==> src/atp_pkg.sv <==
// Package: constants and types for the ATA task file port
package atp_pkg;

  // ==========================================================
  // Register selects (CS1-, CS0-, DA) and duplicate offsets
  // ==========================================================
  localparam logic [2:0] DA_DATA = 3'h0;
  localparam logic [2:0] DA_ERR_FEAT = 3'h1;
  localparam logic [2:0] DA_SEC_CNT = 3'h2;
  localparam logic [2:0] DA_SEC_NUM = 3'h3;
  localparam logic [2:0] DA_CYL_LO = 3'h4;
  localparam logic [2:0] DA_CYL_HI = 3'h5;
  localparam logic [2:0] DA_DEV_HEAD = 3'h6;
  localparam logic [2:0] DA_STAT_CMD = 3'h7;
  localparam logic [2:0] DA_ALT_CTRL = 3'h6;
  localparam logic [2:0] DA_OBSOLETE = 3'h7;
  localparam logic [3:0] OFS_DUP_DATA_EVEN = 4'h8;
  localparam logic [3:0] OFS_DUP_DATA_ODD = 4'h9;
  localparam logic [3:0] OFS_DUP_ERR_FEAT = 4'hd;

  // ==========================================================
  // Reset values of the task file
  // ==========================================================
  localparam logic [7:0] RST_SEC_CNT = 8'h01;
  localparam logic [7:0] RST_SEC_NUM = 8'h01;
  localparam logic [7:0] RST_CYL_LO = 8'h00;
  localparam logic [7:0] RST_CYL_HI = 8'h00;
  localparam logic [7:0] RST_DEV_HEAD = 8'ha0;
  localparam logic [7:0] RST_DEV_CTRL = 8'h00;
  localparam logic [7:0] SEC_NUM_MIN = 8'h01;
  localparam logic [7:0] SEC_NUM_MAX = 8'h20;

  // Status and control bit positions
  localparam int ST_BSY = 7;
  localparam int ST_DRDY = 6;
  localparam int ST_DRQ = 3;
  localparam int ST_ERR = 0;
  localparam int DC_SRST = 2;
  localparam int DC_NIEN = 1;
  localparam int DH_LBA = 6;
  localparam logic [7:0] ERR_ABRT = 8'h04;
  localparam logic [7:0] DIAG_OK = 8'h01;

  // ==========================================================
  // PIO modes and timing
  // ==========================================================
  localparam logic [2:0] PIO_MODE_RESET = 3'h0;
  localparam logic [2:0] PIO_MODE_IORDY_MIN = 3'h3;
  localparam logic [7:0] FEAT_SET_XFER = 8'h03;
  localparam logic [4:0] XFER_PIO_FLOW = 5'h01;
  localparam int CLK_MHZ = 200;
  localparam int T_RD_NS = 5;
  localparam int T_RD_CYC = (T_RD_NS * CLK_MHZ + 999) / 1000;
  localparam int T_BUSY_NS = 100;
  localparam int T_BUSY_CYC = (T_BUSY_NS * CLK_MHZ + 999) / 1000;
  localparam int WORDS_PER_SECTOR = 256;

  // ==========================================================
  // Command classes
  // ==========================================================
  typedef enum logic [4:0] {
    ATP_CMD_NONE, ATP_CMD_CHK_PWR, ATP_CMD_DIAG, ATP_CMD_ERASE, ATP_CMD_FORMAT,
    ATP_CMD_IDENT, ATP_CMD_READ, ATP_CMD_READ_MULT, ATP_CMD_VERIFY, ATP_CMD_READ_LONG,
    ATP_CMD_WRITE, ATP_CMD_WRITE_MULT, ATP_CMD_WRITE_NE, ATP_CMD_WRITE_MULT_NE,
    ATP_CMD_WRITE_VFY, ATP_CMD_WRITE_LONG, ATP_CMD_IDLE, ATP_CMD_IDLE_IMM,
    ATP_CMD_STANDBY, ATP_CMD_STANDBY_IMM, ATP_CMD_SLEEP, ATP_CMD_INIT_PARAM,
    ATP_CMD_BUF_READ, ATP_CMD_BUF_WRITE, ATP_CMD_RECAL, ATP_CMD_SEEK,
    ATP_CMD_SET_FEAT, ATP_CMD_SET_MULT, ATP_CMD_REQ_SENSE, ATP_CMD_TRANSLATE,
    ATP_CMD_WEAR
  } atp_cmd_type;

  typedef enum logic [1:0] {
    ATP_DIR_NONE, ATP_DIR_IN, ATP_DIR_OUT
  } atp_dir_type;

endpackage : atp_pkg

==> src/atp_cmd_decode.sv <==
// Command opcode decoder for the ATA task file port
`timescale 1ns/1ps
`default_nettype none

module atp_cmd_decode (
  input wire logic [7:0] code_i, // Command register value
  output atp_pkg::atp_cmd_type cmd_o, // Decoded command class
  output atp_pkg::atp_dir_type dir_o // Data phase direction
);

  always_comb begin
    cmd_o = atp_pkg::ATP_CMD_NONE;
    case (code_i)
      8'he5, 8'h98: cmd_o = atp_pkg::ATP_CMD_CHK_PWR;
      8'h90: cmd_o = atp_pkg::ATP_CMD_DIAG;
      8'hc0: cmd_o = atp_pkg::ATP_CMD_ERASE;
      8'h50: cmd_o = atp_pkg::ATP_CMD_FORMAT;
      8'hec: cmd_o = atp_pkg::ATP_CMD_IDENT;
      8'h20, 8'h21: cmd_o = atp_pkg::ATP_CMD_READ;
      8'hc4: cmd_o = atp_pkg::ATP_CMD_READ_MULT;
      8'h40, 8'h41: cmd_o = atp_pkg::ATP_CMD_VERIFY;
      8'h22, 8'h23: cmd_o = atp_pkg::ATP_CMD_READ_LONG;
      8'h30, 8'h31: cmd_o = atp_pkg::ATP_CMD_WRITE;
      8'hc5: cmd_o = atp_pkg::ATP_CMD_WRITE_MULT;
      8'h38: cmd_o = atp_pkg::ATP_CMD_WRITE_NE;
      8'hcd: cmd_o = atp_pkg::ATP_CMD_WRITE_MULT_NE;
      8'h3c: cmd_o = atp_pkg::ATP_CMD_WRITE_VFY;
      8'h32, 8'h33: cmd_o = atp_pkg::ATP_CMD_WRITE_LONG;
      8'he3, 8'h97: cmd_o = atp_pkg::ATP_CMD_IDLE;
      8'he1, 8'h95: cmd_o = atp_pkg::ATP_CMD_IDLE_IMM;
      8'he2, 8'h96: cmd_o = atp_pkg::ATP_CMD_STANDBY;
      8'he0, 8'h94: cmd_o = atp_pkg::ATP_CMD_STANDBY_IMM;
      8'he6, 8'h99: cmd_o = atp_pkg::ATP_CMD_SLEEP;
      8'h91: cmd_o = atp_pkg::ATP_CMD_INIT_PARAM;
      8'he4: cmd_o = atp_pkg::ATP_CMD_BUF_READ;
      8'he8: cmd_o = atp_pkg::ATP_CMD_BUF_WRITE;
      8'hef: cmd_o = atp_pkg::ATP_CMD_SET_FEAT;
      8'hc6: cmd_o = atp_pkg::ATP_CMD_SET_MULT;
      8'h03: cmd_o = atp_pkg::ATP_CMD_REQ_SENSE;
      8'h87: cmd_o = atp_pkg::ATP_CMD_TRANSLATE;
      8'hf5: cmd_o = atp_pkg::ATP_CMD_WEAR;
      default: begin
        if (code_i[7:4] == 4'h1) begin
          cmd_o = atp_pkg::ATP_CMD_RECAL;
        end else if (code_i[7:4] == 4'h7) begin
          cmd_o = atp_pkg::ATP_CMD_SEEK;
        end
      end
    endcase
  end

  always_comb begin
    case (cmd_o)
      atp_pkg::ATP_CMD_IDENT, atp_pkg::ATP_CMD_READ, atp_pkg::ATP_CMD_READ_MULT,
      atp_pkg::ATP_CMD_READ_LONG, atp_pkg::ATP_CMD_BUF_READ: dir_o = atp_pkg::ATP_DIR_IN;
      atp_pkg::ATP_CMD_FORMAT, atp_pkg::ATP_CMD_WRITE, atp_pkg::ATP_CMD_WRITE_MULT,
      atp_pkg::ATP_CMD_WRITE_NE, atp_pkg::ATP_CMD_WRITE_MULT_NE, atp_pkg::ATP_CMD_WRITE_VFY,
      atp_pkg::ATP_CMD_WRITE_LONG, atp_pkg::ATP_CMD_BUF_WRITE: dir_o = atp_pkg::ATP_DIR_OUT;
      default: dir_o = atp_pkg::ATP_DIR_NONE;
    endcase
  end

endmodule : atp_cmd_decode
`default_nettype wire

==> src/atp_task_file.sv <==
// Task file register port of the ATA storage device (PIO side)
`timescale 1ns/1ps
`default_nettype none

// Functional notes
// - Both chip selects negated: no drive, writes ignored
// - CS0 block decodes DA to task file registers
// - LBA bits spread over number, cylinders, head
// - Obsolete control address never drives bit seven
// - Word access hides error/feature; copies used instead
// - Duplicate data: even byte 08h, odd 09h
// - Error/feature copy at 0Dh on low byte
// - Reset and diagnostic load fixed task file values
// - Power-up PIO mode is zero
// - Host respects minimum cycle of modes three up
// - Ready flow control used in modes three and up
// - Long transfers carry vendor byte in low bits
// - Ready low at host sample point inserts wait
// - Read data valid before ready reasserts
// - E5H and 98H check power mode
// - 90H runs diagnostics then reinitialises task file
// - C0H erases addressed sectors
// - 50H accepts one sector, stores nothing
// - ECH returns parameter block through data
// - Read command codes decoded
// - Write command codes decoded
// - Sector count any value; number 01h to 20h
module atp_task_file (
  input wire logic clock_i, // 200 MHz clock
  input wire logic srst_i, // Synchronous reset, active high
  input wire logic cs0_n_i, // Command block select, pin
  input wire logic cs1_n_i, // Control block select, pin
  input wire logic [2:0] da_i, // Device address, pin
  input wire logic dior_n_i, // Read strobe, pin
  input wire logic diow_n_i, // Write strobe, pin
  input wire logic [15:0] dd_i, // Data bus in, pin
  output logic [15:0] dd_o, // Data bus out
  output logic [15:0] dd_oe_o, // Data bus enable per bit
  output logic iordy_o, // Ready line level
  output logic iordy_oe_o, // Ready line enable
  input wire logic [3:0] mem_ofs_i, // Offset in contiguous/memory mode
  input wire logic mem_sel_i, // Offset addressing in use, pin
  input wire logic mem_word_i, // Word access in offset mode, pin
  output logic [27:0] lba_o, // Logical block address
  output logic [7:0] sec_cnt_o, // Sector count
  output logic [2:0] pio_mode_o, // Current PIO mode
  output logic cmd_go_o, // Command accepted pulse
  output logic [7:0] cmd_code_o, // Command code
  output logic [1:0] power_state_o, // 0 active, 1 idle, 2 standby, 3 sleep
  input wire logic [15:0] src_word_i, // Word from device buffer
  input wire logic src_ready_i, // Buffer word available
  output logic src_take_o, // Buffer word consumed
  output logic [15:0] sink_word_o, // Word to device buffer
  output logic sink_valid_o, // Sink word strobe
  output logic sink_discard_o, // Sink data must not be stored
  input wire logic op_done_i // Device finished command or block
);

  // ==========================================================
  // Pin synchronisers
  // ==========================================================
  localparam int SW = 29;
  logic [SW-1:0] pin_meta_reg, pin_sync_reg, pin_prev_reg;
  logic [SW-1:0] pin_raw;
  assign pin_raw = {cs0_n_i, cs1_n_i, da_i, dior_n_i, diow_n_i, dd_i,
                    mem_ofs_i, mem_sel_i, mem_word_i};
  always_ff @(posedge clock_i) begin
    pin_meta_reg <= pin_raw;
    pin_sync_reg <= pin_meta_reg;
    pin_prev_reg <= pin_sync_reg;
  end
  logic cs0_n, cs1_n, rd_n, wr_n, msel, mword;
  logic [2:0] da;
  logic [15:0] dd;
  logic [3:0] mofs;
  assign {cs0_n, cs1_n, da, rd_n, wr_n, dd, mofs, msel, mword} = pin_sync_reg;
  logic rd_fall, wr_rise, rd_rise;
  // Bit 23 of the vector is the read strobe, bit 22 the write strobe
  assign rd_fall = pin_prev_reg[23] & ~rd_n;
  assign rd_rise = ~pin_prev_reg[23] & rd_n;
  assign wr_rise = ~pin_prev_reg[22] & wr_n; // Data latched on DIOW- rising edge

  // ==========================================================
  // Address decode
  // ==========================================================
  typedef enum logic [3:0] {
    ATP_R_NONE, ATP_R_DATA, ATP_R_ERRF, ATP_R_SCNT, ATP_R_SNUM, ATP_R_CLO,
    ATP_R_CHI, ATP_R_DH, ATP_R_STCMD, ATP_R_ALT, ATP_R_OBS
  } atp_reg_type;

  function automatic atp_reg_type decode(input logic c0n, input logic c1n,
                                         input logic [2:0] a, input logic ms,
                                         input logic [3:0] ofs);
    logic cmd_blk;
    logic [2:0] ra;
    decode = ATP_R_NONE;
    // Offsets 0h to 7h mirror the command block, so both modes share one decode
    cmd_blk = ms ? (ofs[3] == 1'b0) : (!c0n && c1n);
    ra = ms ? ofs[2:0] : a;
    if (c0n && c1n) begin
      decode = ATP_R_NONE;
    end else if (ms && (ofs == atp_pkg::OFS_DUP_DATA_EVEN ||
                        ofs == atp_pkg::OFS_DUP_DATA_ODD)) begin
      decode = ATP_R_DATA;
    end else if (ms && ofs == atp_pkg::OFS_DUP_ERR_FEAT) begin
      decode = ATP_R_ERRF;
    end else if (ms && ofs[3:2] == 2'b11 && ofs[1:0] == 2'b10) begin
      decode = ATP_R_ALT;
    end else if (cmd_blk) begin
      case (ra)
        atp_pkg::DA_DATA: decode = ATP_R_DATA;
        atp_pkg::DA_ERR_FEAT: decode = ATP_R_ERRF;
        atp_pkg::DA_SEC_CNT: decode = ATP_R_SCNT;
        atp_pkg::DA_SEC_NUM: decode = ATP_R_SNUM;
        atp_pkg::DA_CYL_LO: decode = ATP_R_CLO;
        atp_pkg::DA_CYL_HI: decode = ATP_R_CHI;
        atp_pkg::DA_DEV_HEAD: decode = ATP_R_DH;
        default: decode = ATP_R_STCMD;
      endcase
    end else if (!ms && c0n && !c1n) begin
      if (a == atp_pkg::DA_ALT_CTRL) begin
        decode = ATP_R_ALT;
      end else if (a == atp_pkg::DA_OBSOLETE) begin
        decode = ATP_R_OBS;
      end
    end
  endfunction : decode

  atp_reg_type sel;
  assign sel = decode(cs0_n, cs1_n, da, msel, mofs);
  // In offset mode a word access at offset 1 would collide with data; the copies serve.
  logic word_xfer;
  assign word_xfer = msel ? mword : (sel == ATP_R_DATA);

  // ==========================================================
  // Task file and command state
  // ==========================================================
  typedef enum logic [1:0] {ATP_S_IDLE, ATP_S_BUSY, ATP_S_XFER} atp_state_type;
  atp_state_type st_reg, st_next;
  logic [7:0] feat_reg, feat_next, err_reg, err_next, scnt_reg, scnt_next;
  logic [7:0] snum_reg, snum_next, clo_reg, clo_next, chi_reg, chi_next;
  logic [7:0] dh_reg, dh_next, dctl_reg, dctl_next, cmd_reg, cmd_next;
  logic [2:0] pio_reg, pio_next;
  logic [1:0] pwr_reg, pwr_next;
  logic [8:0] words_reg, words_next;
  logic [7:0] blocks_reg, blocks_next;
  logic [15:0] rdata_reg, rdata_next;
  logic [4:0] hold_reg, hold_next;
  // Read wait kept apart from the busy countdown so status polling cannot cut busy short
  logic [4:0] rdw_reg, rdw_next;
  logic go_reg, go_next, err_st_reg, err_st_next, seen_rst_reg;
  atp_pkg::atp_cmd_type cmd_cls;
  atp_pkg::atp_dir_type cmd_dir;

  atp_cmd_decode u_dec (
    .code_i(dd[7:0]),
    .cmd_o(cmd_cls),
    .dir_o(cmd_dir)
  );
  atp_pkg::atp_cmd_type cur_cls;
  atp_pkg::atp_dir_type cur_dir;
  atp_cmd_decode u_cur (
    .code_i(cmd_reg),
    .cmd_o(cur_cls),
    .dir_o(cur_dir)
  );

  logic [7:0] status;
  assign status = {st_reg == ATP_S_BUSY, st_reg != ATP_S_BUSY, 2'b00,
                   st_reg == ATP_S_XFER, 2'b00, err_st_reg};
  logic srst_bit;
  assign srst_bit = dctl_reg[atp_pkg::DC_SRST];
  logic data_rd, data_wr;
  assign data_rd = rd_rise && sel == ATP_R_DATA && st_reg == ATP_S_XFER && cur_dir == atp_pkg::ATP_DIR_IN;
  assign data_wr = wr_rise && sel == ATP_R_DATA && st_reg == ATP_S_XFER && cur_dir == atp_pkg::ATP_DIR_OUT;
  logic long_cmd;
  assign long_cmd = cur_cls == atp_pkg::ATP_CMD_READ_LONG || cur_cls == atp_pkg::ATP_CMD_WRITE_LONG;

  always_comb begin
    st_next = st_reg; feat_next = feat_reg; err_next = err_reg; scnt_next = scnt_reg;
    snum_next = snum_reg; clo_next = clo_reg; chi_next = chi_reg; dh_next = dh_reg;
    dctl_next = dctl_reg; cmd_next = cmd_reg; pio_next = pio_reg; pwr_next = pwr_reg;
    words_next = words_reg; blocks_next = blocks_reg; go_next = 1'b0;
    err_st_next = err_st_reg; rdata_next = rdata_reg;
    hold_next = (hold_reg != 5'h0) ? hold_reg - 5'h1 : 5'h0;
    rdw_next = (rdw_reg != 5'h0) ? rdw_reg - 5'h1 : 5'h0;
    if (wr_rise && sel == ATP_R_ALT) begin
      dctl_next = dd[7:0];
    end
    if (wr_rise && st_reg == ATP_S_IDLE) begin
      case (sel)
        ATP_R_ERRF: feat_next = msel && mword ? dd[15:8] : dd[7:0];
        ATP_R_SCNT: scnt_next = dd[7:0];
        ATP_R_SNUM: snum_next = dd[7:0];
        ATP_R_CLO: clo_next = dd[7:0];
        ATP_R_CHI: chi_next = dd[7:0];
        ATP_R_DH: dh_next = dd[7:0];
        ATP_R_STCMD: begin
          cmd_next = dd[7:0];
          go_next = 1'b1;
          err_st_next = 1'b0;
          err_next = 8'h00;
          st_next = ATP_S_BUSY;
          hold_next = 5'(atp_pkg::T_BUSY_CYC);
          // Out of range sector number on a CHS transfer is aborted
          if (cmd_cls == atp_pkg::ATP_CMD_NONE ||
              (!dh_reg[atp_pkg::DH_LBA] && cmd_dir != atp_pkg::ATP_DIR_NONE &&
               cmd_cls != atp_pkg::ATP_CMD_IDENT && cmd_cls != atp_pkg::ATP_CMD_BUF_READ &&
               cmd_cls != atp_pkg::ATP_CMD_BUF_WRITE &&
               (snum_reg < atp_pkg::SEC_NUM_MIN || snum_reg > atp_pkg::SEC_NUM_MAX))) begin
            go_next = 1'b0;
            err_st_next = 1'b1;
            err_next = atp_pkg::ERR_ABRT;
            st_next = ATP_S_IDLE;
          end
          case (cmd_cls)
            atp_pkg::ATP_CMD_IDLE, atp_pkg::ATP_CMD_IDLE_IMM: pwr_next = 2'd1;
            atp_pkg::ATP_CMD_STANDBY, atp_pkg::ATP_CMD_STANDBY_IMM: pwr_next = 2'd2;
            atp_pkg::ATP_CMD_SLEEP: pwr_next = 2'd3;
            atp_pkg::ATP_CMD_CHK_PWR: scnt_next = (pwr_reg == 2'd2) ? 8'h00 : 8'hff;
            atp_pkg::ATP_CMD_SET_FEAT: begin
              if (feat_reg == atp_pkg::FEAT_SET_XFER && scnt_reg[7:3] == atp_pkg::XFER_PIO_FLOW) begin
                pio_next = scnt_reg[2:0];
              end
            end
            default: pwr_next = 2'd0;
          endcase
        end
        default: ;
      endcase
    end
    case (st_reg)
      ATP_S_BUSY: begin
        if (hold_reg == 5'h0 && op_done_i) begin
          words_next = 9'h0;
          blocks_next = scnt_reg - 8'h01;
          if (cur_cls == atp_pkg::ATP_CMD_DIAG) begin
            scnt_next = atp_pkg::RST_SEC_CNT; snum_next = atp_pkg::RST_SEC_NUM;
            clo_next = atp_pkg::RST_CYL_LO; chi_next = atp_pkg::RST_CYL_HI;
            dh_next = atp_pkg::RST_DEV_HEAD; err_next = atp_pkg::DIAG_OK;
            st_next = ATP_S_IDLE;
          end else if (cur_dir != atp_pkg::ATP_DIR_NONE) begin
            st_next = ATP_S_XFER;
          end else begin
            st_next = ATP_S_IDLE;
          end
        end
      end
      ATP_S_XFER: begin
        if (data_rd || data_wr) begin
          words_next = words_reg + 9'h1;
          if (words_reg == 9'(atp_pkg::WORDS_PER_SECTOR - 1)) begin
            st_next = (blocks_reg == 8'h00 || cur_cls == atp_pkg::ATP_CMD_FORMAT ||
                       cur_cls == atp_pkg::ATP_CMD_IDENT) ? ATP_S_IDLE : ATP_S_BUSY;
            blocks_next = blocks_reg - 8'h01;
            hold_next = 5'(atp_pkg::T_BUSY_CYC);
          end
        end
      end
      default: ;
    endcase
    // Capture read data while ready is held low, giving lead time before release
    if (rd_fall) begin
      case (sel)
        ATP_R_DATA: rdata_next = (cur_dir == atp_pkg::ATP_DIR_IN && st_reg == ATP_S_XFER)
                                 ? (long_cmd ? {8'h00, src_word_i[7:0]} : src_word_i) : 16'h0;
        ATP_R_ERRF: rdata_next = (msel && mword) ? {err_reg, 8'h00} : {8'h00, err_reg};
        ATP_R_SCNT: rdata_next = {8'h00, scnt_reg};
        ATP_R_SNUM: rdata_next = {8'h00, snum_reg};
        ATP_R_CLO: rdata_next = {8'h00, clo_reg};
        ATP_R_CHI: rdata_next = {8'h00, chi_reg};
        ATP_R_DH: rdata_next = {8'h00, dh_reg};
        ATP_R_STCMD, ATP_R_ALT: rdata_next = {8'h00, status};
        default: rdata_next = 16'h0;
      endcase
      rdw_next = 5'(atp_pkg::T_RD_CYC);
    end
    if (srst_bit || !seen_rst_reg) begin
      st_next = ATP_S_IDLE; scnt_next = atp_pkg::RST_SEC_CNT; snum_next = atp_pkg::RST_SEC_NUM;
      clo_next = atp_pkg::RST_CYL_LO; chi_next = atp_pkg::RST_CYL_HI;
      dh_next = atp_pkg::RST_DEV_HEAD; err_next = atp_pkg::DIAG_OK; err_st_next = 1'b0;
    end
  end

  always_ff @(posedge clock_i) begin
    if (srst_i) begin
      st_reg <= ATP_S_IDLE; feat_reg <= 8'h00; err_reg <= atp_pkg::DIAG_OK;
      scnt_reg <= atp_pkg::RST_SEC_CNT; snum_reg <= atp_pkg::RST_SEC_NUM;
      clo_reg <= atp_pkg::RST_CYL_LO; chi_reg <= atp_pkg::RST_CYL_HI;
      dh_reg <= atp_pkg::RST_DEV_HEAD; dctl_reg <= atp_pkg::RST_DEV_CTRL;
      cmd_reg <= 8'h00; pio_reg <= atp_pkg::PIO_MODE_RESET; pwr_reg <= 2'd0;
      words_reg <= 9'h0; blocks_reg <= 8'h00; go_reg <= 1'b0; err_st_reg <= 1'b0;
      rdata_reg <= 16'h0; hold_reg <= 5'h0; seen_rst_reg <= 1'b0;
      rdw_reg <= 5'h0;
    end else begin
      st_reg <= st_next; feat_reg <= feat_next; err_reg <= err_next;
      scnt_reg <= scnt_next; snum_reg <= snum_next; clo_reg <= clo_next;
      chi_reg <= chi_next; dh_reg <= dh_next; dctl_reg <= dctl_next;
      cmd_reg <= cmd_next; pio_reg <= pio_next; pwr_reg <= pwr_next;
      words_reg <= words_next; blocks_reg <= blocks_next; go_reg <= go_next;
      err_st_reg <= err_st_next; rdata_reg <= rdata_next; hold_reg <= hold_next;
      rdw_reg <= rdw_next;
      seen_rst_reg <= 1'b1;
    end
  end

  // ==========================================================
  // Pin drive and outputs
  // ==========================================================
  logic rd_active;
  assign rd_active = ~rd_n && sel != ATP_R_NONE;
  assign dd_o = rdata_reg;
  always_comb begin
    dd_oe_o = 16'h0000;
    if (rd_active) begin
      dd_oe_o = word_xfer ? 16'hffff : ((msel && mword) ? 16'hff00 : 16'h00ff);
      if (sel == ATP_R_OBS) begin
        dd_oe_o = 16'h007f;
      end
    end
  end
  // In PIO modes three and up ready drives low while the read data settles; it is released otherwise
  assign iordy_o = 1'b0;
  assign iordy_oe_o = rd_active && rdw_reg != 5'h0 &&
                      pio_reg >= atp_pkg::PIO_MODE_IORDY_MIN;
  assign lba_o = {dh_reg[3:0], chi_reg, clo_reg, snum_reg};
  assign sec_cnt_o = scnt_reg;
  assign pio_mode_o = pio_reg;
  assign cmd_go_o = go_reg;
  assign cmd_code_o = cmd_reg;
  assign power_state_o = pwr_reg;
  assign src_take_o = data_rd;
  assign sink_word_o = long_cmd ? {8'h00, dd[7:0]} : dd;
  assign sink_valid_o = data_wr;
  assign sink_discard_o = cur_cls == atp_pkg::ATP_CMD_FORMAT;

endmodule : atp_task_file
`default_nettype wire

==> config.mk <==
export PLATFORM = sky130hd
export DESIGN_NAME = atp_task_file
export DESIGN_NICKNAME = d
export VERILOG_FILES = /design/src/atp_pkg.sv /design/src/atp_cmd_decode.sv /design/src/atp_task_file.sv
export SDC_FILE = /design/constraint.sdc
export NUM_CORES = 1
export LEC_CHECK = 0
export ABC_AREA = 0
export BUFFER_PORTS_ARGS = -buffer_cell sky130_fd_sc_hd__buf_4
export CORE_UTILIZATION = 38
export DETAILED_ROUTE_END_ITERATION = 10
export PLACE_DENSITY = 0.64
export SLEW_MARGIN = 20
export SYNTH_ARGS = -nofsm -noshare
export SYNTH_HDL_FRONTEND = slang
export SYNTH_SLANG_ARGS = --single-unit
==> constraint.sdc <==
create_clock -name clock_i -period 8 [get_ports clock_i]
set_input_delay 0.4 -clock clock_i [delete_from_list [all_inputs] [get_ports clock_i]]
set_output_delay 0.4 -clock clock_i [all_outputs]
set_load 0.02 [all_outputs]
==> results of run 1 <==
-- worst paths after layout --
kind                    from         endpoint  slack [ns]  depth (start not counted)
min reg2reg  pin_meta_reg[1]  pin_sync_reg[1]        0.33                          0
max          pin_sync_reg[1]      dd_oe_o[14]        3.38                          9
max reg2reg  pin_sync_reg[1]    blocks_reg[3]        3.93                         13
min                mem_sel_i  pin_meta_reg[1]        0.06                          1
-- through the flow --
step / instances / power (W) / setup slack (ns) / hold slack (ns) / area [µm²]
after floorplan: 1029 / 0.001155 / 4.200 / 0.3096 / 8885
after global placement: 1401 / 0.001216 / 4.040 / 0.3100 / 9918
after detailed placement: 1401 / 0.001223 / 3.974 / 0.3121 / 9918
after CTS: 1433 / 0.002058 / 3.445 / 0.04832 / 10520
after global routing: 1433 / 0.002128 / 3.012 / 0.03981 / 10540
final: 1433 / 0.002044 / 3.384 / 0.05948 / 10540
-- cells by family (layout without fill, tap and decap cells) --
| kind of cell | after synthesis | after routing | synth area share (%) |
|---|---|---|---|
| AO/OA/AOI/OAI | 214 | 214 | 17.35 |
| XOR/XNOR | 11 | 11 | 1.084 |
| adder cells (fa/ha/maj) | 13 | 13 | 1.831 |
| buffers and inverters | 117 | 208 | 6.844 |
| flip-flops | 178 | 178 | 40.11 |
| multiplexers | 52 | 52 | 5.901 |
| other | 1 | 1 | 0.04221 |
| AND/OR/NAND/NOR | 443 | 443 | 26.84 |
-- power by group through the flow --
stage	logic (W)	clock network (W)	registers (W)
after detailed placement	0.000237	0	0.000986
after floorplan	0.000189	0	0.000965
after global routing	0.000262	0.000894	0.000972
after CTS	0.000237	0.000855	0.000965
final	0.000237	0.000841	0.000966
after global placement	0.000231	0	0.000985
-- worst register-to-register path, delay by kind of cell (launching register included) --
kind	cells	cell delay, ns
simple gates	4	0.89
buf+inv	2	0.19
fa+ha+maj	1	0.20
flops	1	0.82
compound gates	5	1.45
mux	1	0.37
-- final cells by class --
type / count / area, µm² / area share [%]
Multi-Input combinational cell: 734 / 4730 / 44.87
Timing Repair Buffer: 155 / 1164 / 11.04
Clock inverter: 15 / 180.2 / 1.709
Sequential cell: 178 / 3563 / 33.81
Clock buffer: 17 / 425.4 / 4.036
Inverter: 21 / 86.33 / 0.8191
Tap cell: 313 / 391.6 / 3.716
-- cells in the final DEF, fill, tap and decap left out, types with 7 or more instances in the layout --
master     netlist  layout
nor4b_1          7       7
a311oi_1         9       9
nand3b_1         8       8
nand2_1        121     121
nor2b_1         16      16
o31ai_1          9       9
nor2_1          86      86
a22oi_1         17      17
buf_4           30     155
nand3_1         43      43
and2_1          14      14
a21oi_1         58      58
nand2b_1        12      12
o211ai_1         7       7
and3_1          13      13
a32oi_1          7       7
a31oi_1         12      11
mux2i_1         49      49
nor4_1           8       8
nor4bb_1         9       9
or3_1           14      14
o21ai_0         29      29
a222oi_1        13      13
ha_1            13      13
nor3_2           5       7
nand4_1         10      10
nor3_1          28      26
clkbuf_16        0      17
dfxtp_1        178     178
nor3b_1         13      13
inv_1           19      19
-- layer usage --
layer / track usage (%) / vias to the layer above / wire, µm
li1: - / 3895 / -
met2: 33.48 / 311 / 11730
met3: 3.398 / 41 / 1565
met4: 6.601 / 0 / 586
met1: 27.86 / 3796 / 11150
met5: 0 / - / 0
==> flow_metrics.tcl, run 1 <==
set metrics [dict create \
    critPathTopFamily "compound AO/OA/AOI/OAI gates" \
    insertion_delay_ns 0.44 \
    drcViolationCount 0 \
    fp-row-count 55 \
    startpoint_type "flip-flop" \
    ant_nets 0 \
    syn_inst 1029 \
    grt_pass1_vias 7325 \
    initial_core_util_pct 39.01 \
    clockPowerShare_pct 41.2 \
    drive_gt1_share_pct 19.64 \
    cap_violations 0 \
    synth-seq-cells 178 \
    cts_buffers 17 \
    place_congestion 0.8965 \
    ys_types 92 \
    syn_avg_cell_area_um2 8.634 \
    io_buffers 149 \
    hold_path_class "in -> reg" \
    io_pins 152 \
    relSlewSlack_pct 31.06 \
    vias 8043 \
    synth_area_leaders "dfxtp_1, mux2i_1, nand2_1, nor2_1, a21oi_1" \
    slew_viol_final 0 \
    via_per_inst 5.613 \
    seqPwrFrac_pct 47.2 \
    finalHoldViolations 0 \
    fmax_mhz 216.6 \
    cp_slowest_cell "dfxtp_1" \
    combPwrFrac_pct 11.6 \
    antenna_found_initial 0 \
    setup_viol 0 \
    critPathRequiredTime_ns 7.60 \
    synth_area_um2 8885 \
    cts_tree "done" \
    die_w_um 154.9 \
    yosysTopAreaCell "dfxtp_1" \
    p_per_area_nw_per_um2 193.9 \
    hold_buffers 0 \
    grt_max_degree 41 \
    rsz0062_at_grt "false" \
    intPower_w 0.001454 \
    cts_num_sinks 178 \
    skew_ns 0.01143 \
    path_clk_slew_ns 0.08 \
    setup_tns_ns 0 \
    synth-async-reset-ratio_pct 0 \
    grt_pass1_wl_um 39220 \
    die_height_um 154.9 \
    firstDrtPassIters 6 \
    dieArea_um2 24000 \
    postCtsSetupBuffers 0 \
    cp_cell_sequence "mux2i_1 -> inv_1 -> ha_1 -> nor3_1 -> o32ai_1 -> a21oi_1 -> o21bai_1 -> nor3_1 -> buf_4" \
    worstPathArrival_ns 4.22 \
    area_delta_synth_final_pct 18.63 \
    cts-resized-gates 0 \
    swShare_pct 28.84 \
    hpwl_um 17440 \
    yosysTopAreaCellShare_pct 40.11 \
    dr.first_iter.drc_count 631 \
    wirelength_um 25030 \
    leakagePower_nw 4.217 \
    ys_seq_area_share_pct 40.11 \
    h-tree-depth 4 \
    yosysMostFrequentCell "dfxtp_1" \
    worst_path_most_repeated_cell "nor3_1" \
    switching_power_w 0.0005894 \
    grt-ovfl-total 0 \
    wl_per_cell_um 17.47 \
    fillers 2213 \
    fin_util_pct 46.27 \
    worstPathMaxFanout 22 \
    yosys-top-cells-count "dfxtp_1, nand2_1, nor2_1, a21oi_1, mux2i_1" \
    critPathMaxStageDelay_ns 0.82 \
    clock_path_buffers 2 \
    peakVddDrop_mv 0.1432 \
    yosysWarnings 0 \
    core_area_um2 22780 \
    outcome "complete, no violations" \
    synth_nets 1091 \
    period_share_pct 57.70 \
    critical_path_class "reg -> out" \
    synth-edff-count 0 \
    grtUsageTotal_pct 20.62 \
    layout.nets 1169 \
    crit_buf_inv 2 \
    synth-main-ff-cell "dfxtp_1" \
    cts-root-buf "clkbuf_16" \
    fin_crit_ns 4.616 \
    antenna_cells 0 \
    end_kind "primary output" \
    worst_slew_pin_slew_ns 1.033 \
]
No activity file was read; power rests on OpenSTA's default activity.
==> run 2, diff against run 1 <==
--- a/config.mk
+++ b/config.mk
@@ -5,7 +5,7 @@
 export SDC_FILE = /design/constraint.sdc
 export NUM_CORES = 1
 export LEC_CHECK = 0
-export ABC_AREA = 0
+export ABC_AREA = 1
 export BUFFER_PORTS_ARGS = -buffer_cell sky130_fd_sc_hd__buf_4
 export CORE_UTILIZATION = 38
 export DETAILED_ROUTE_END_ITERATION = 10
==> constraint.sdc (replaced) <==
create_clock -name clock_i -period 4.4 [get_ports clock_i]
set_input_delay 0.22 -clock clock_i [delete_from_list [all_inputs] [get_ports clock_i]]
set_output_delay 0.22 -clock clock_i [all_outputs]
set_load 0.02 [all_outputs]
==> flow_metrics.tcl, run 2 <==
set metrics [dict create \
    startpoint "pin_sync_reg[1]" \
    setup_viol 0 \
    worstPathArrival_ns 3.76 \
    drive_gt1_share_pct 17.77 \
    cts_buffers 17 \
    yosysTopAreaCellShare_pct 40.46 \
    dieArea_um2 23790 \
    setup_tns_ns 0 \
    firstDrtPassIters 5 \
    power_w 0.003829 \
    grt_pass1_vias 7865 \
    grtUsageTotal_pct 22.32 \
    io_pins 152 \
    dr.first_iter.drc_count 532 \
    die_w_um 154.2 \
    synth-edff-count 0 \
    place_congestion 0.9267 \
    layout.nets 1446 \
    rr_worst_depth 17 \
    relSlewSlack_pct 30.06 \
    area_delta_synth_final_pct 22.92 \
    wl_per_cell_um 15.71 \
    end_kind "primary output" \
    fin_crit_ns 3.975 \
    fin_util_pct 47.67 \
    path_clk_slew_ns 0.07 \
    synth-async-reset-ratio_pct 0 \
    hpwl_um 19580 \
    p_per_area_nw_per_um2 353.7 \
    worst_slew_pin_slew_ns 1.049 \
    cap_violations 0 \
    whs_ns 0.1702 \
    via_per_inst 5.008 \
    fillers 2301 \
    synth_nets 1306 \
    yosys-top-cells-count "nand2_1, nor2_1, dfxtp_1, inv_1, nand3_1" \
    finalHoldViolations 0 \
    period_share_pct 90.35 \
    hold_path_class "in -> reg" \
    clock_path_buffers 2 \
    io_buffers 149 \
    grt_max_degree 40 \
    cts_num_sinks 178 \
    ys_seq_area_share_pct 40.46 \
    fmax_mhz 251.6 \
    synth-main-ff-cell "dfxtp_1" \
    fp-row-count 55 \
    antenna_cells 0 \
    ys_types 52 \
    insertion_delay_ns 0.43 \
    synth_area_leaders "dfxtp_1, nand2_1, nor2_1, inv_1, nand3_1" \
    r2r_start "pin_sync_reg[1]" \
    critical_path_class "reg -> out" \
    startpoint_type "flip-flop" \
    critPathRequiredTime_ns 4.18 \
    skew_ns 0.007042 \
    final_cell_mix "nand2_1, nor2_1, dfxtp_1" \
    vias 8419 \
    core_area_um2 22710 \
    die_height_um 154.2 \
    synth_area_um2 8807 \
    leakagePower_nw 5.069 \
    wirelength_um 26400 \
    worstSetupEndpoint "dd_oe_o[13]" \
    r2r_end "st_reg[0]" \
    syn_avg_cell_area_um2 7.080 \
    cts_tree "done" \
    rsz0062_at_grt "false" \
    drcViolationCount 0 \
    antenna_found_initial 0 \
    yosysWarnings 0 \
    worstPathMaxFanout 10 \
    syn_inst 1244 \
    initial_core_util_pct 38.78 \
    grt_pass1_wl_um 41120 \
    outcome "complete, no violations" \
    slew_viol_final 0 \
    yosysTopAreaCell "dfxtp_1" \
    synth-seq-cells 178 \
    yosysMostFrequentCell "nand2_1" \
    peakVddDrop_mv 0.2378 \
    cts-root-buf "clkbuf_16" \
    h-tree-depth 4 \
    layout_commonest_cell "nand2_1" \
    rrSetupSlack_ns 1.14 \
    grt-ovfl-total 0 \
    ant_nets 0 \
]
[run 2: changes by cell type in the layout (fill, tap and decap cells not counted), sizes merged, moves of 29 or more]
cell / change
inv: +138
nand2: +148
nor2: +140
mux2i: -46
dlygate4sd3: +29
a211oi: +48
nand3: +40
[run 2: layout make-up]
cell class	count	area, µm²	share of cell area, %
repair buffers	182	1439	13.29
multi-input cells	841	4249	39.25
flip-flops and latches	178	3563	32.92
well taps	285	356.6	3.294
inverters	164	618.1	5.710
clock inverters	12	156.4	1.445
clock buffers	19	442.9	4.092
[run 2: per-layer routing]
| metal | part of all wire [%] | track usage, % | up-vias |
|---|---|---|---|
| met5 | 0 | 0 | - |
| met1 | 45 | 28.98 | 3802 |
| li1 | - | - | 4276 |
| met2 | 46 | 36.73 | 289 |
| met3 | 6.3 | 4.175 | 52 |
| met4 | 2.4 | 8.381 | 0 |
[run 2: how the worst min path moves through the flow]
stage                                start                to  slack [ns]  cells past startpoint
after floorplan                 mem_word_i   pin_meta_reg[0]        0.25                      0
after global placement    pin_meta_reg[12]  pin_sync_reg[12]        0.31                      0
after detailed placement  pin_meta_reg[10]  pin_sync_reg[10]        0.31                      0
after CTS                    src_word_i[1]           dd_o[1]        0.14                      5
after global routing                srst_i        rdw_reg[0]        0.17                      2
final                        src_word_i[1]           dd_o[1]        0.17                      5
[run 2: repair_timing]
item / in CTS / in global routing
buffers inserted: 0 / 0
endpoints found under the hold margin: 29 / 0
hold buffers: 29 / 0
gates resized for setup: 0 / 0
[run 2: metrics by stage]
stage / area, µm² / cells / setup slack (ns)
4_1_cts: 10830 / 1681 / 0.3891
3_3_place_gp: 9936 / 1621 / 0.9888
6_report: 10830 / 1681 / 0.4248
5_1_grt: 10830 / 1681 / 0.02152
3_5_place_dp: 9936 / 1621 / 0.8798
2_1_floorplan: 8807 / 1244 / 0.6558
[run 2: cell families after synthesis]
| family | count (synthesis) | share of synthesized area [%] |
|---|---|---|
| mux | 3 | 0.3410 |
| flops | 178 | 40.46 |
| fa+ha+maj | 13 | 1.847 |
| other cells | 1 | 0.04258 |
| buf+inv | 225 | 11.29 |
| xor+xnor | 13 | 1.293 |
| compound gates | 182 | 12.87 |
| simple gates | 629 | 31.85 |
[run 2: where the power goes]
| part | internal [W] | switching (W) |
|---|---|---|
| sequential | 0.00168 | 0.0000590 |
| clock | 0.000910 | 0.000647 |
| combinational | 0.000205 | 0.000323 |
[run 2: worst max-delay path, cell delays in order (launching register included)]
cell,delay [ns]
dfxtp_1,0.55
inv_2,0.11
a21oi_1,0.27
inv_1,0.11
ha_1,0.21
nor3_1,0.22
nand3_1,0.10
nand3_1,0.09
nand2_2,0.10
nand2_2,0.13
inv_1,0.10
a21oi_1,0.16
buf_4,0.22
inv_1,0.07
nor3_1,0.61
buf_4,0.27
==> run 3, diff against run 2 <==
--- a/config.mk
+++ b/config.mk
@@ -9,7 +9,7 @@
 export BUFFER_PORTS_ARGS = -buffer_cell sky130_fd_sc_hd__buf_4
 export CORE_UTILIZATION = 38
 export DETAILED_ROUTE_END_ITERATION = 10
-export PLACE_DENSITY = 0.64
+export PLACE_DENSITY = 0.66
 export SLEW_MARGIN = 20
 export SYNTH_ARGS = -nofsm -noshare
 export SYNTH_HDL_FRONTEND = slang
==> constraint.sdc (replaced) <==
create_clock -name clock_i -period 3.3 [get_ports clock_i]
set_input_delay 0.165 -clock clock_i [delete_from_list [all_inputs] [get_ports clock_i]]
set_output_delay 0.165 -clock clock_i [all_outputs]
set_load 0.02 [all_outputs]
==> flow_metrics.tcl, run 3 (synthesized netlist as in run 2, its figures left out) <==
set metrics [dict create \
    ant_nets 0 \
    rsz0062_at_grt "false" \
    skew_ns 0.01201 \
    placed_area_um2 10090 \
    p_per_area_nw_per_um2 452.4 \
    cts_num_sinks 178 \
    core_area_um2 22710 \
    critPathRequiredTime_ns 3.13 \
    drcViolationCount 0 \
    grt_max_degree 40 \
    io_pins 152 \
    setup_viol 0 \
    place_congestion 0.9499 \
    outcome "complete, no violations" \
    antenna_found_initial 0 \
    fin_crit_ns 3.057 \
    critical_path_class "reg -> out" \
    rr_worst_depth 18 \
    cts-root-buf "clkbuf_16" \
    final_cell_area_um2 10970 \
    die_w_um 154.2 \
    hold_start "srst_i" \
    wl_per_cell_um 15.73 \
    cts_tree "done" \
    grt-ovfl-total 0 \
    clock_path_buffers 2 \
    startpoint_type "flip-flop" \
    rrSetupSlack_ns 0.55 \
    setup_tns_ns 0 \
    drive_gt1_share_pct 19.46 \
    min_to "rdw_reg[0]" \
    path_clk_slew_ns 0.07 \
    grt_pass1_vias 8133 \
    cp_cell_sequence "inv_2 -> a21oi_2 -> inv_1 -> ha_1 -> nor3_2 -> o21ai_0 -> nand3_1 -> nand2_2 -> nor2_4 -> buf_6 -> a21oi_1 -> nor3_2 -> buf_4 -> buf_4" \
    antenna_cells 0 \
    r2r_start "pin_sync_reg[1]" \
    slew_viol_final 0 \
    dp_slack_ns 0.2886 \
    area_delta_synth_final_pct 24.51 \
    swShare_pct 28.96 \
    intPower_w 0.003524 \
    wirelength_um 26790 \
    period_share_pct 92.64 \
    combPwrFrac_pct 15.1 \
    whs_path_depth 2 \
    cts_buffers 17 \
    firstDrtPassIters 7 \
    layout.nets 1468 \
    leakagePower_nw 5.149 \
    dr.first_iter.drc_count 486 \
    finalHoldViolations 0 \
    peakVddDrop_mv 0.3095 \
    h-tree-depth 4 \
    relSlewSlack_pct 55.24 \
    switching_power_w 0.001437 \
    hpwl_um 20360 \
    vias 8495 \
    worstPathArrival_ns 2.89 \
    fin_util_pct 48.29 \
    grtUsageTotal_pct 22.86 \
    layout_commonest_cell "nand2_1" \
    initial_core_util_pct 38.78 \
    end_kind "primary output" \
    clockPowerShare_pct 38.4 \
    hold_path_class "in -> reg" \
    worstPathMaxFanout 9 \
    worst_slew_pin_slew_ns 0.6697 \
    cap_violations 0 \
    critPathMaxStageDelay_ns 0.40 \
    layout_setup_ws_ns 0.2428 \
    insertion_delay_ns 0.43 \
    fmax_mhz 327.1 \
    final_cell_mix "nand2_1, nor2_1, dfxtp_1" \
    io_buffers 149 \
    fp-row-count 55 \
    cp_slowest_cell "dfxtp_4" \
    seqPwrFrac_pct 46.5 \
    grt_pass1_wl_um 42280 \
    die_height_um 154.2 \
    dieArea_um2 23790 \
    whs_ns 0.09924 \
    via_per_inst 4.988 \
    r2r_end "sec_cnt_o[4]" \
]
## run 3: stage by stage
step	instances	total power, W
detailed placement	1640	0.003064
floorplan	1244	0.002849
finish	1703	0.004961
global route	1703	0.005176
global placement	1640	0.003049
CTS	1700	0.004986
## run 3: worst max-delay path by stage
stage	startpoint	end	slack [ns]	cells after the start
4_1_cts	pin_sync_reg[1]	dd_oe_o[15]	0.04	14
6_report	pin_sync_reg[1]	dd_oe_o[15]	0.24	14
2_1_floorplan	pin_sync_reg[1]	dd_oe_o[10]	0.22	16
5_1_grt	pin_sync_reg[1]	dd_oe_o[13]	0.004	15
3_5_place_dp	pin_sync_reg[1]	sec_cnt_o[6]	0.29	18
3_3_place_gp	pin_sync_reg[1]	sec_cnt_o[5]	0.38	18
## run 3: area by class of cell
cell class / count / area (µm²)
clock buffers: 18 / 429.2
clock inverters: 13 / 116.4
fillers: 2302 / 11740
inverters: 164 / 618.1
multi-input cells: 841 / 4270
flip-flops and latches: 178 / 3567
well taps: 285 / 356.6
repair buffers: 204 / 1608
## run 3: what timing repair did
item | 4_1_cts | 5_1_grt
gates resized for setup | 1 | 5
buffers inserted | 0 | 3
hold endpoints to repair | 29 | 0
setup endpoints to repair | 9 | 18
hold buffers | 29 | 0
pin swaps | 0 | 1
## run 3: routing by layer
metal | vias to the layer above | global-route usage [%] | share of wire, % | routed length (µm)
met5 | - | 0 | 0 | 0
met1 | 3848 | 29.68 | 45 | 11930
li1 | 4327 | - | - | -
met3 | 44 | 3.250 | 5.8 | 1563
met2 | 276 | 38.42 | 47 | 12610
met4 | 0 | 8.667 | 2.6 | 687
## run 3: worst max-delay path: cells and delay by family, from the launching register on
family                   cells  cell delay (ns)
AND/OR/NAND/NOR              5             0.82
buffers and inverters        5             0.64
flip-flops                   1             0.40
AO/OA/AOI/OAI                3             0.40
adder cells (fa/ha/maj)      1             0.21
## run 3: power groups by stage
stage / Sequential [W] / Combinational, W / Clock (W)
final: 0.00231 / 0.000747 / 0.00191
after global routing: 0.00232 / 0.000819 / 0.00204
after CTS: 0.00231 / 0.000739 / 0.00194
after detailed placement: 0.00236 / 0.000708 / 0
after global placement: 0.00235 / 0.000695 / 0
after floorplan: 0.00234 / 0.000509 / 0
